## src/servo_pkg.sv

```systemverilog
// Shared constants and types for the servo configuration and overtravel ends
//--------------------------------------------------------------
// How it works
// - Station address is upper nibble, lower nibble; default 03H
// - Addresses 00H to 02H are unusable
// - Addresses F0H to FFH unusable; top is EFH
// - Link switch 1,2 pick 16/32/48 byte frames
// - Both frame positions ON is reserved; default 48
// - Link switch positions 3 and 4 are ignored
// - Direction digit 1 reverses motor rotation only
// - Encoder pulse polarity ignores the direction digit
// - Default forward is counterclockwise from load end
// - Forward reference B leads; reverse reference A leads
// - Forward limit OFF blocks forward, flags overtravel
// - Reverse limit OFF blocks reverse, flags overtravel
// - Opposite direction still runs during overtravel
// - Passing travel range forces the motor to stop
// - Forward limit from pin at code 2; 8 disables
// - Reverse limit from pin at code 3; 8 disables
// - Overtravel stop: brake, coast or decel then hold
//--------------------------------------------------------------
package servo_pkg;
   localparam int CLK_PERIOD_NS = 20;
   localparam logic [7:0] ADDR_DEFAULT = 8'h03;
   localparam logic [7:0] ADDR_FIRST_OK = 8'h03;
   localparam logic [7:0] ADDR_LAST_OK = 8'hef;
   localparam logic [1:0] FRAME_DEFAULT = 2'h2;
   localparam logic [5:0] FRAME_16 = 6'h10;
   localparam logic [5:0] FRAME_32 = 6'h20;
   localparam logic [5:0] FRAME_48 = 6'h30;
   localparam logic [3:0] FWD_ALLOC_PIN = 4'h2;
   localparam logic [3:0] REV_ALLOC_PIN = 4'h3;
   localparam logic [3:0] ALLOC_OFF = 4'h8;
   localparam logic [3:0] STOP_DB_HOLD = 4'h0;
   localparam logic [3:0] STOP_DB_COAST = 4'h1;
   localparam logic [3:0] DECEL_CLAMP = 4'h1;
   localparam logic [3:0] DECEL_COAST = 4'h2;
   localparam int DB_TIME_US = 100;
   localparam int DECEL_TIME_US = 200;
   localparam int DB_CYCLES = DB_TIME_US * 1000 / CLK_PERIOD_NS;
   localparam int DECEL_CYCLES = DECEL_TIME_US * 1000 / CLK_PERIOD_NS;
   localparam int ENC_DIV_CYCLES = 25;
   localparam logic [2:0] CAPTURE_WAIT = 3'h5;
   localparam logic [4:0] OFS_CTRL = 5'h00;
   localparam logic [4:0] OFS_PARAM = 5'h04;
   localparam logic [4:0] OFS_STATUS = 5'h08;
   localparam logic [4:0] OFS_IRQ_STAT = 5'h0c;
   localparam logic [4:0] OFS_IRQ_MASK = 5'h10;
   localparam logic [31:0] PARAM_RESET = 32'h0000_0320;
   localparam logic [1:0] RESP_OKAY = 2'h0;
   localparam logic [1:0] RESP_SLVERR = 2'h2;
   typedef enum logic [1:0] {HOLD_DB, HOLD_COAST, HOLD_CLAMP} hold_t;
endpackage

```

## src/servo_link_if.sv

```systemverilog
// Link between the host motion controller end and the drive end
`timescale 1ns/1ps
interface servo_link_if;
   logic ref_fwd;
   logic ref_rev;
   logic restart;
   logic direction_select_param;
   logic [3:0] fwd_limit_alloc_param;
   logic [3:0] rev_limit_alloc_param;
   logic [7:0] overtravel_stop_param;
   logic [7:0] station_addr;
   logic addr_ok;
   logic [5:0] frame_bytes;
   logic frame_ok;
   logic cfg_ready;
   logic fwd_ot;
   logic rev_ot;
   logic moving;
   logic stopping;
   logic holding;
   modport drive (input ref_fwd, ref_rev, restart, direction_select_param, fwd_limit_alloc_param,
      rev_limit_alloc_param, overtravel_stop_param, output station_addr, addr_ok, frame_bytes,
      frame_ok, cfg_ready, fwd_ot, rev_ot, moving, stopping, holding);
   modport host (output ref_fwd, ref_rev, restart, direction_select_param, fwd_limit_alloc_param,
      rev_limit_alloc_param, overtravel_stop_param, input station_addr, addr_ok, frame_bytes,
      frame_ok, cfg_ready, fwd_ot, rev_ot, moving, stopping, holding);
endinterface

```

## src/servo_drive_end.sv

```systemverilog
// Drive end: switch capture, limit gating, overtravel stop and encoder pulse output
//
// The implementer's own choices: register access over AXI4-Lite and the register offsets.
`timescale 1ns/1ps
module servo_drive_end #(
   parameter int DB_CYC = servo_pkg::DB_CYCLES,
   parameter int DECEL_CYC = servo_pkg::DECEL_CYCLES,
   parameter int ENC_DIV = servo_pkg::ENC_DIV_CYCLES
) (
   // Clock and reset
   input wire logic sys_clk,
   input wire logic reset,
   // Host link
   servo_link_if.drive link,
   // Setting switches
   input wire logic [3:0] upper_address_switch,
   input wire logic [3:0] lower_address_switch,
   input wire logic [3:0] link_config_switch,
   // Limit switches from the io connector
   input wire logic forward_limit_in,
   input wire logic reverse_limit_in,
   // Power stage and encoder emulation
   output logic motor_run,
   output logic motor_ccw,
   output logic dyn_brake,
   output logic zero_clamp,
   output logic decel_active,
   output logic enc_pulse_a_out,
   output logic enc_pulse_b_out
);
   typedef enum logic [2:0] {ST_IDLE, ST_RUN, ST_BRAKE, ST_DECEL, ST_HOLD} drv_state_t;
   typedef struct packed {
      drv_state_t st;
      logic [7:0] addr;
      logic addr_ok;
      logic [5:0] fbytes;
      logic frame_ok;
      logic dir_sel;
      logic fwd_en;
      logic rev_en;
      logic [7:0] stop_p;
      logic [2:0] cap_cnt;
      logic cfg_ready;
      logic run_fwd;
      servo_pkg::hold_t hold;
      logic [31:0] tmr;
      logic [15:0] enc_div;
      logic [1:0] enc_ph;
      logic enc_a;
      logic enc_b;
   } drv_t;
   drv_t d_r;
   drv_t d_nxt;
   logic [13:0] pins_s;
   logic fwd_ok;
   logic rev_ok;
   logic want_fwd;
   logic want_rev;
   logic blocked;
   logic [7:0] sw_addr;

   // Switches and limits are asynchronous to sys_clk
   pin_sync #(.W(14)) u_sync (
      .sys_clk(sys_clk),
      .reset(reset),
      .pin({forward_limit_in, reverse_limit_in, link_config_switch, upper_address_switch,
         lower_address_switch}),
      .level(pins_s)
   );

   function automatic logic [5:0] frame_len(input logic [1:0] code);
      case (code)
         2'h0: frame_len = servo_pkg::FRAME_16;
         2'h1: frame_len = servo_pkg::FRAME_32;
         default: frame_len = servo_pkg::FRAME_48;
      endcase
   endfunction

   assign sw_addr = pins_s[7:0];
   // Limit ON means travel allowed; a disabled limit always allows
   assign fwd_ok = !d_r.fwd_en || pins_s[13];
   assign rev_ok = !d_r.rev_en || pins_s[12];
   assign want_fwd = link.ref_fwd && !link.ref_rev;
   assign want_rev = link.ref_rev && !link.ref_fwd;
   assign blocked = d_r.run_fwd ? !fwd_ok : !rev_ok;

   always_comb
   begin
      d_nxt = d_r;
      // Settings are frozen between restarts
      if (link.restart)
      begin
         d_nxt.cap_cnt = servo_pkg::CAPTURE_WAIT;
         d_nxt.cfg_ready = 1'b0;
         d_nxt.st = ST_IDLE;
      end
      else if (!d_r.cfg_ready)
      begin
         // Wait lets the pin synchroniser settle before capture
         if (d_r.cap_cnt != 3'h0)
         begin
            d_nxt.cap_cnt = d_r.cap_cnt - 3'h1;
         end
         else
         begin
            d_nxt.cfg_ready = 1'b1;
            d_nxt.addr = sw_addr;
            d_nxt.addr_ok = sw_addr >= servo_pkg::ADDR_FIRST_OK
               && sw_addr <= servo_pkg::ADDR_LAST_OK;
            // Positions 3 and 4 are not looked at
            d_nxt.fbytes = frame_len(pins_s[9:8]);
            d_nxt.frame_ok = pins_s[9:8] != 2'h3;
            d_nxt.dir_sel = link.direction_select_param;
            d_nxt.fwd_en = link.fwd_limit_alloc_param != servo_pkg::ALLOC_OFF;
            d_nxt.rev_en = link.rev_limit_alloc_param != servo_pkg::ALLOC_OFF;
            d_nxt.stop_p = link.overtravel_stop_param;
         end
      end
      else
      begin
         case (d_r.st)
            ST_IDLE:
            begin
               if (want_fwd && fwd_ok)
               begin
                  d_nxt.st = ST_RUN;
                  d_nxt.run_fwd = 1'b1;
               end
               else if (want_rev && rev_ok)
               begin
                  d_nxt.st = ST_RUN;
                  d_nxt.run_fwd = 1'b0;
               end
            end
            ST_RUN:
            begin
               if (blocked)
               begin
                  d_nxt.tmr = 32'(DB_CYC - 1);
                  d_nxt.hold = servo_pkg::HOLD_DB;
                  d_nxt.st = ST_BRAKE;
                  if (d_r.stop_p[7:4] == servo_pkg::DECEL_CLAMP)
                  begin
                     d_nxt.st = ST_DECEL;
                     d_nxt.tmr = 32'(DECEL_CYC - 1);
                     d_nxt.hold = servo_pkg::HOLD_CLAMP;
                  end
                  else if (d_r.stop_p[7:4] == servo_pkg::DECEL_COAST)
                  begin
                     d_nxt.st = ST_DECEL;
                     d_nxt.tmr = 32'(DECEL_CYC - 1);
                     d_nxt.hold = servo_pkg::HOLD_COAST;
                  end
                  else if (d_r.stop_p[3:0] == servo_pkg::STOP_DB_COAST)
                  begin
                     d_nxt.hold = servo_pkg::HOLD_COAST;
                  end
                  else if (d_r.stop_p[3:0] != servo_pkg::STOP_DB_HOLD)
                  begin
                     // Any other code coasts with the stage switched off
                     d_nxt.st = ST_HOLD;
                     d_nxt.hold = servo_pkg::HOLD_COAST;
                  end
               end
               else if (!(d_r.run_fwd ? want_fwd : want_rev))
               begin
                  d_nxt.st = ST_IDLE;
               end
            end
            ST_BRAKE, ST_DECEL:
            begin
               if (d_r.tmr == 32'h0)
               begin
                  d_nxt.st = ST_HOLD;
               end
               else
               begin
                  d_nxt.tmr = d_r.tmr - 32'h1;
               end
            end
            ST_HOLD:
            begin
               // Released once the blocked direction is no longer asked for
               if (!(d_r.run_fwd ? want_fwd : want_rev))
               begin
                  d_nxt.st = ST_IDLE;
               end
            end
            default:
            begin
               d_nxt.st = ST_IDLE;
            end
         endcase
      end
      // Encoder emulation follows the reference sense, never the direction digit
      if (d_r.st == ST_RUN)
      begin
         if (d_r.enc_div == 16'(ENC_DIV - 1))
         begin
            d_nxt.enc_div = 16'h0;
            d_nxt.enc_ph = d_r.run_fwd ? d_r.enc_ph + 2'h1 : d_r.enc_ph - 2'h1;
            d_nxt.enc_a = d_nxt.enc_ph[1];
            d_nxt.enc_b = d_nxt.enc_ph[1] ^ d_nxt.enc_ph[0];
         end
         else
         begin
            d_nxt.enc_div = d_r.enc_div + 16'h1;
         end
      end
   end

   always_ff @(posedge sys_clk)
   begin
      if (reset)
      begin
         d_r <= '0;
         d_r.st <= ST_IDLE;
         d_r.addr <= servo_pkg::ADDR_DEFAULT;
         d_r.fbytes <= servo_pkg::FRAME_48;
         // Default address and frame are usable until the first capture
         d_r.addr_ok <= 1'b1;
         d_r.frame_ok <= 1'b1;
         d_r.cap_cnt <= servo_pkg::CAPTURE_WAIT;
         d_r.hold <= servo_pkg::HOLD_DB;
      end
      else
      begin
         d_r <= d_nxt;
      end
   end

   // Direction digit flips the motor sense; default forward is counterclockwise
   assign motor_ccw = d_r.run_fwd ^ d_r.dir_sel;
   assign motor_run = d_r.st == ST_RUN || d_r.st == ST_DECEL
      || (d_r.st == ST_HOLD && d_r.hold == servo_pkg::HOLD_CLAMP);
   assign dyn_brake = d_r.st == ST_BRAKE || (d_r.st == ST_HOLD && d_r.hold == servo_pkg::HOLD_DB);
   assign zero_clamp = d_r.st == ST_HOLD && d_r.hold == servo_pkg::HOLD_CLAMP;
   assign decel_active = d_r.st == ST_DECEL;
   assign enc_pulse_a_out = d_r.enc_a;
   assign enc_pulse_b_out = d_r.enc_b;

   assign link.station_addr = d_r.addr;
   assign link.addr_ok = d_r.addr_ok;
   assign link.frame_bytes = d_r.fbytes;
   assign link.frame_ok = d_r.frame_ok;
   assign link.cfg_ready = d_r.cfg_ready;
   assign link.fwd_ot = d_r.cfg_ready && !fwd_ok;
   assign link.rev_ot = d_r.cfg_ready && !rev_ok;
   assign link.moving = d_r.st == ST_RUN;
   assign link.stopping = d_r.st == ST_BRAKE || d_r.st == ST_DECEL;
   assign link.holding = d_r.st == ST_HOLD;
endmodule

```

## src/pin_sync.sv

```systemverilog
// Three-stage pin synchroniser; output moves once stages two and three agree
`timescale 1ns/1ps
module pin_sync #(
   parameter int W = 1
) (
   // Clock and reset
   input wire logic sys_clk,
   input wire logic reset,
   // Pins and filtered result
   input wire logic [W-1:0] pin,
   output logic [W-1:0] level
);
   typedef struct packed {
      logic [W-1:0] s1;
      logic [W-1:0] s2;
      logic [W-1:0] s3;
      logic [W-1:0] q;
   } sync_t;
   sync_t sy_r;
   sync_t sy_nxt;

   always_comb
   begin
      sy_nxt = sy_r;
      sy_nxt.s1 = pin;
      sy_nxt.s2 = sy_r.s1;
      sy_nxt.s3 = sy_r.s2;
      for (int i = 0; i < W; i++)
      begin
         if (sy_r.s2[i] == sy_r.s3[i])
         begin
            sy_nxt.q[i] = sy_r.s3[i];
         end
      end
   end

   always_ff @(posedge sys_clk)
   begin
      if (reset)
      begin
         sy_r <= '0;
      end
      else
      begin
         sy_r <= sy_nxt;
      end
   end

   assign level = sy_r.q;
endmodule

```

## src/flat_wrapper.sv

```systemverilog
// flat-port wrapper written by rule: the top's interface ports become plain ports
module servo_drive_end_flat 
#(
   parameter int DB_CYC = servo_pkg::DB_CYCLES,
   parameter int DECEL_CYC = servo_pkg::DECEL_CYCLES,
   parameter int ENC_DIV = servo_pkg::ENC_DIV_CYCLES
)
  (sys_clk, reset, upper_address_switch, lower_address_switch, link_config_switch, forward_limit_in, reverse_limit_in, motor_run, motor_ccw, dyn_brake, zero_clamp, decel_active, enc_pulse_a_out, enc_pulse_b_out, link_ref_fwd, link_ref_rev, link_restart, link_direction_select_param, link_fwd_limit_alloc_param, link_rev_limit_alloc_param, link_overtravel_stop_param, link_station_addr, link_addr_ok, link_frame_bytes, link_frame_ok, link_cfg_ready, link_fwd_ot, link_rev_ot, link_moving, link_stopping, link_holding);
  servo_link_if link_i ();
  input wire logic sys_clk;
  input wire logic reset;
  input wire logic [3:0] upper_address_switch;
  input wire logic [3:0] lower_address_switch;
  input wire logic [3:0] link_config_switch;
  input wire logic forward_limit_in;
  input wire logic reverse_limit_in;
  output logic motor_run;
  output logic motor_ccw;
  output logic dyn_brake;
  output logic zero_clamp;
  output logic decel_active;
  output logic enc_pulse_a_out;
  output logic enc_pulse_b_out;
  input wire logic [$bits(link_i.ref_fwd)-1:0] link_ref_fwd;
  input wire logic [$bits(link_i.ref_rev)-1:0] link_ref_rev;
  input wire logic [$bits(link_i.restart)-1:0] link_restart;
  input wire logic [$bits(link_i.direction_select_param)-1:0] link_direction_select_param;
  input wire logic [$bits(link_i.fwd_limit_alloc_param)-1:0] link_fwd_limit_alloc_param;
  input wire logic [$bits(link_i.rev_limit_alloc_param)-1:0] link_rev_limit_alloc_param;
  input wire logic [$bits(link_i.overtravel_stop_param)-1:0] link_overtravel_stop_param;
  output wire logic [$bits(link_i.station_addr)-1:0] link_station_addr;
  output wire logic [$bits(link_i.addr_ok)-1:0] link_addr_ok;
  output wire logic [$bits(link_i.frame_bytes)-1:0] link_frame_bytes;
  output wire logic [$bits(link_i.frame_ok)-1:0] link_frame_ok;
  output wire logic [$bits(link_i.cfg_ready)-1:0] link_cfg_ready;
  output wire logic [$bits(link_i.fwd_ot)-1:0] link_fwd_ot;
  output wire logic [$bits(link_i.rev_ot)-1:0] link_rev_ot;
  output wire logic [$bits(link_i.moving)-1:0] link_moving;
  output wire logic [$bits(link_i.stopping)-1:0] link_stopping;
  output wire logic [$bits(link_i.holding)-1:0] link_holding;
  assign link_i.ref_fwd = link_ref_fwd;
  assign link_i.ref_rev = link_ref_rev;
  assign link_i.restart = link_restart;
  assign link_i.direction_select_param = link_direction_select_param;
  assign link_i.fwd_limit_alloc_param = link_fwd_limit_alloc_param;
  assign link_i.rev_limit_alloc_param = link_rev_limit_alloc_param;
  assign link_i.overtravel_stop_param = link_overtravel_stop_param;
  assign link_station_addr = link_i.station_addr;
  assign link_addr_ok = link_i.addr_ok;
  assign link_frame_bytes = link_i.frame_bytes;
  assign link_frame_ok = link_i.frame_ok;
  assign link_cfg_ready = link_i.cfg_ready;
  assign link_fwd_ot = link_i.fwd_ot;
  assign link_rev_ot = link_i.rev_ot;
  assign link_moving = link_i.moving;
  assign link_stopping = link_i.stopping;
  assign link_holding = link_i.holding;
  servo_drive_end #(.DB_CYC(DB_CYC), .DECEL_CYC(DECEL_CYC), .ENC_DIV(ENC_DIV)) u_core (.sys_clk(sys_clk), .reset(reset), .link(link_i), .upper_address_switch(upper_address_switch), .lower_address_switch(lower_address_switch), .link_config_switch(link_config_switch), .forward_limit_in(forward_limit_in), .reverse_limit_in(reverse_limit_in), .motor_run(motor_run), .motor_ccw(motor_ccw), .dyn_brake(dyn_brake), .zero_clamp(zero_clamp), .decel_active(decel_active), .enc_pulse_a_out(enc_pulse_a_out), .enc_pulse_b_out(enc_pulse_b_out));
endmodule
```

## config.mk

```make
export PLATFORM = sky130hd
export DESIGN_NAME = servo_drive_end_flat
export DESIGN_NICKNAME = d
export VERILOG_FILES = /design/src/servo_pkg.sv /design/src/servo_link_if.sv /design/src/servo_drive_end.sv /design/src/pin_sync.sv /design/src/flat_wrapper.sv
export SDC_FILE = /design/constraint.sdc
export NUM_CORES = 1
export LEC_CHECK = 0
export ABC_CLOCK_PERIOD_IN_PS = 2600
export BUFFER_PORTS_ARGS = -buffer_cell sky130_fd_sc_hd__buf_2
export CORE_AREA = 4 4 144 146
export CTS_CLUSTER_SIZE = 10
export DETAILED_ROUTE_END_ITERATION = 8
export DIE_AREA = 0 0 148 150
export PLACE_DENSITY = 0.57
export SLEW_MARGIN = 20
export SYNTH_ARGS = -nofsm -noshare
export SYNTH_HDL_FRONTEND = slang
export SYNTH_SLANG_ARGS = --single-unit
```

## constraint.sdc

```tcl
create_clock -name sys_clk -period 2.6 [get_ports sys_clk]
set_clock_uncertainty 0.05 [all_clocks]
set_input_delay 0.26 -clock sys_clk [delete_from_list [all_inputs] [get_ports sys_clk]]
set_output_delay 0.26 -clock sys_clk [all_outputs]
set_load 0.005 [all_outputs]
```

==> results.md <==
- Status: completed
- DR WL/cell: 13.50 um
- Sequential element share of the synthesized area: 45.80%
- Worst Setup End Kind: flop
- LEAKAGE: 2.775 nW
- Die H: 150 um
- Routed Antenna Nets: 0
- CTS tree: yes
- Layout cells sized above 1: 18.31%
- Syn Std Cell Area: 5769 um2
- GRT busiest layer: met2
- Area growth from synthesis to layout: 24.01%
- Synth area leaders: dfxtp_1, a21oi_1, nand2_1, nor2b_1, nor2_1
- Global-route wire length before repair: 23250 um
- Htree depth: 4
- Filler Cell Count: 2032
- Worst vdd ir: 0.0004502 V
- Distinct cells, synth: 61
- Worst hold path type: in -> reg
- Worst-Margin Slew: 0.7627 ns
- Setup TNS Final: 0 ns
- Critical-path cell list: inv_1 -> ha_1 -> or3b_2 -> or4_4 -> or4_4 -> nand2_2 -> o221a_2
- Max Clock Freq: 397.0 MHz
- IO buf count: 58
- Fin crit share: 96.87%
- Tot Pwr: 0.004560 W
- Max transition margin: 49.15%
- Post-synth top flop: dfxtp_1
- Root Buffer Master: clkbuf_16
- Width of the die: 148 um
- Buf/Inv on CP: 1
- Drt pass-1 iters: 5
- Tmin final: 2.519 ns
- Cell taking the most area after synthesis: dfxtp_1
- DRC: 0
- Initial core utilization: 29.74%
- Commonest non-fill, non-tap cell in the layout: dfxtp_1
- HPWL after DPL: 9798 um
- Detailed Route WL: 13970 um
- # Max-Cap Violations: 0
- RSZ-0062 raised after global routing: no
- Worst setup SP type: flop
- CTS clk-pin slew, worst paths: 0.06 ns
- Worst setup path category: reg -> reg
- Total global-route track usage: 12.88%
- Core box area: 19400 um2
- Io pins: 65
- Critical path's slowest cell: or4_4
- Cell mode on critical path: or4_4
- CTS buffer count: 17
- Final Hold Vio Count: 0
- FFs w/ async S/R, synth: 0%
- RePlAce Congestion: 0.8207
- Ant diodes: 0
- Largest stage delay, worst path: 0.57 ns
- Met3 usage: 3.271%
- FP Rows: 51
- Grt met2 use: 21.08%
- Family with the most delay on the worst path: simple AND/OR/NAND/NOR gates
- Pwr per Cell Area: 637.3 nW/um2
- Initial antenna violation count: 0
- Avg Cell Area, Syn: 8.572 um2
- Vias: 5072
- Clock network latency to the later pin of the worst-skew pair: 0.42 ns
- Final nets: 798
- Number of global-route vias before repair: 4638
- Synth Register Bits: 132
- Number of clock sinks: 132
- M1 GR Usage: 16.73%
- Die Area: 22200 um2
- Mapped Cells: 673
- WP data required: 2.91 ns
- Syn. warnings: 0
- Finish-stage setup viols: 0
- Vias per cell: 4.900
- Yosys top cell area share: 45.80%
- Post-synth EDFFs: 0
- Critical path arrival: 2.83 ns
- Most frequent cells in the layout: dfxtp_1, nand2_1, a21oi_1
- Grt ovf: 0
- Hold_ws: 0.02930 ns
- Pin count of the biggest net entering global routing: 64
- Iter 0 DRT Violations: 249
- Worst Path Max Fanout: 5
- Longest Clk Path Bufs: 2
- Final count of pins violating max slew: 0
## logic make-up (layout without fill, tap and decap cells)
kind of cell               count (synthesis)  count (layout)  synth area share (%)
and+or+nand+nor                          303             303                 27.82
AOI/OAI and AO/OA                        144             144                 15.59
DFF                                      132             132                 45.80
buffers and inverters                     61             155                 5.335
xor gates and xnor gates                  19              19                 2.884
muxes                                      8               8                 1.410
adders and majority gates                  5               5                 1.084
other                                      1               4               0.06500
## report_power, final
part	switching [W]	total, W	internal, W
Combinational	0.0000689	0.000127	0.0000578
Clock	0.00101	0.00237	0.00136
Sequential	0.0000105	0.00206	0.00205
Total	0.00109	0.00456	0.00347
## what timing repair did
| item | 4_1_cts | 5_1_grt |
|---|---|---|
| buffers inserted | 0 | 0 |
| endpoints found under the setup margin | 0 | 5 |
| gates resized for setup | 0 | 1 |
| hold buffers | 10 | 0 |
| endpoints found under the hold margin | 10 | 0 |
## layout make-up
class | instances | area (um2) | share of cell area [%]
clock buffers | 17 | 425.4 | 5.946
clock inverters | 15 | 165.2 | 2.308
inverters | 17 | 63.81 | 0.8919
multi-input cells | 483 | 2838 | 39.66
flip-flops and latches | 132 | 2643 | 36.94
well taps | 265 | 331.6 | 4.634
repair buffers | 106 | 688.2 | 9.619
## flip-flops by register name, summed over array words and instances (netlist names), 2 cells and up
register / flops
u_core.d_r: 69
u_core.u_sync.sy_nxt: 24
u_core.u_sync.level: 12
u_core.u_sync.sy_r: 12
u_core.link.station_addr: 8
u_core.link.frame_bytes: 2
## worst min-delay path, cell delays in order
cell	delay, ns
buf_2	0.10
nand2_1	0.04
a21oi_1	0.05
## final timing paths
kind	slack, ns	end	startpoint	depth (start not counted)
max reg2reg	0.08	u_core.d_r[28]	u_core.d_r[21]	7
min reg2reg	0.38	u_core.u_sync.sy_nxt[21]	u_core.u_sync.sy_nxt[35]	1
max	0.08	u_core.d_r[28]	u_core.d_r[21]	7
min	0.03	u_core.d_r[69]	link_direction_select_param	3
## synthesized netlist by cell type, drive strengths merged, types with 2 or more instances
cell,n
a2111oi,3
a211o,3
a211oi,4
a21oi,63
a31oi,4
and2,4
and3,2
buf,22
clkbuf,22
dfxtp,132
ha,5
inv,16
mux2i,7
nand2,79
nand2b,3
nand3,18
nand3b,2
nand4,9
nor2,52
nor2b,39
nor3,16
nor3b,4
nor4,22
nor4b,2
o2111ai,4
o211ai,3
o21ai,24
o22ai,2
o311ai,5
o31ai,18
o41ai,2
or2,3
or3,19
or3b,2
or4,23
xnor2,11
xor2,8
## layer usage
layer	vias up	wire length, um
li1	2581	-
met5	-	0
met1	2385	6545
met2	93	6690
met3	13	584
met4	0	151
## per-stage QoR
step	utilization, %	instance area [um2]	setup WS [ns]	instances
floorplan	-	5781	0.06656	676
global placement	33.31	6461	0.05956	993
detailed placement	33.31	6461	0.03590	993
CTS	36.87	7152	0.02522	1035
global route	36.88	7154	0.008966	1035
finish	36.88	7154	0.08125	1035
Power figures use the tool's default switching activity.
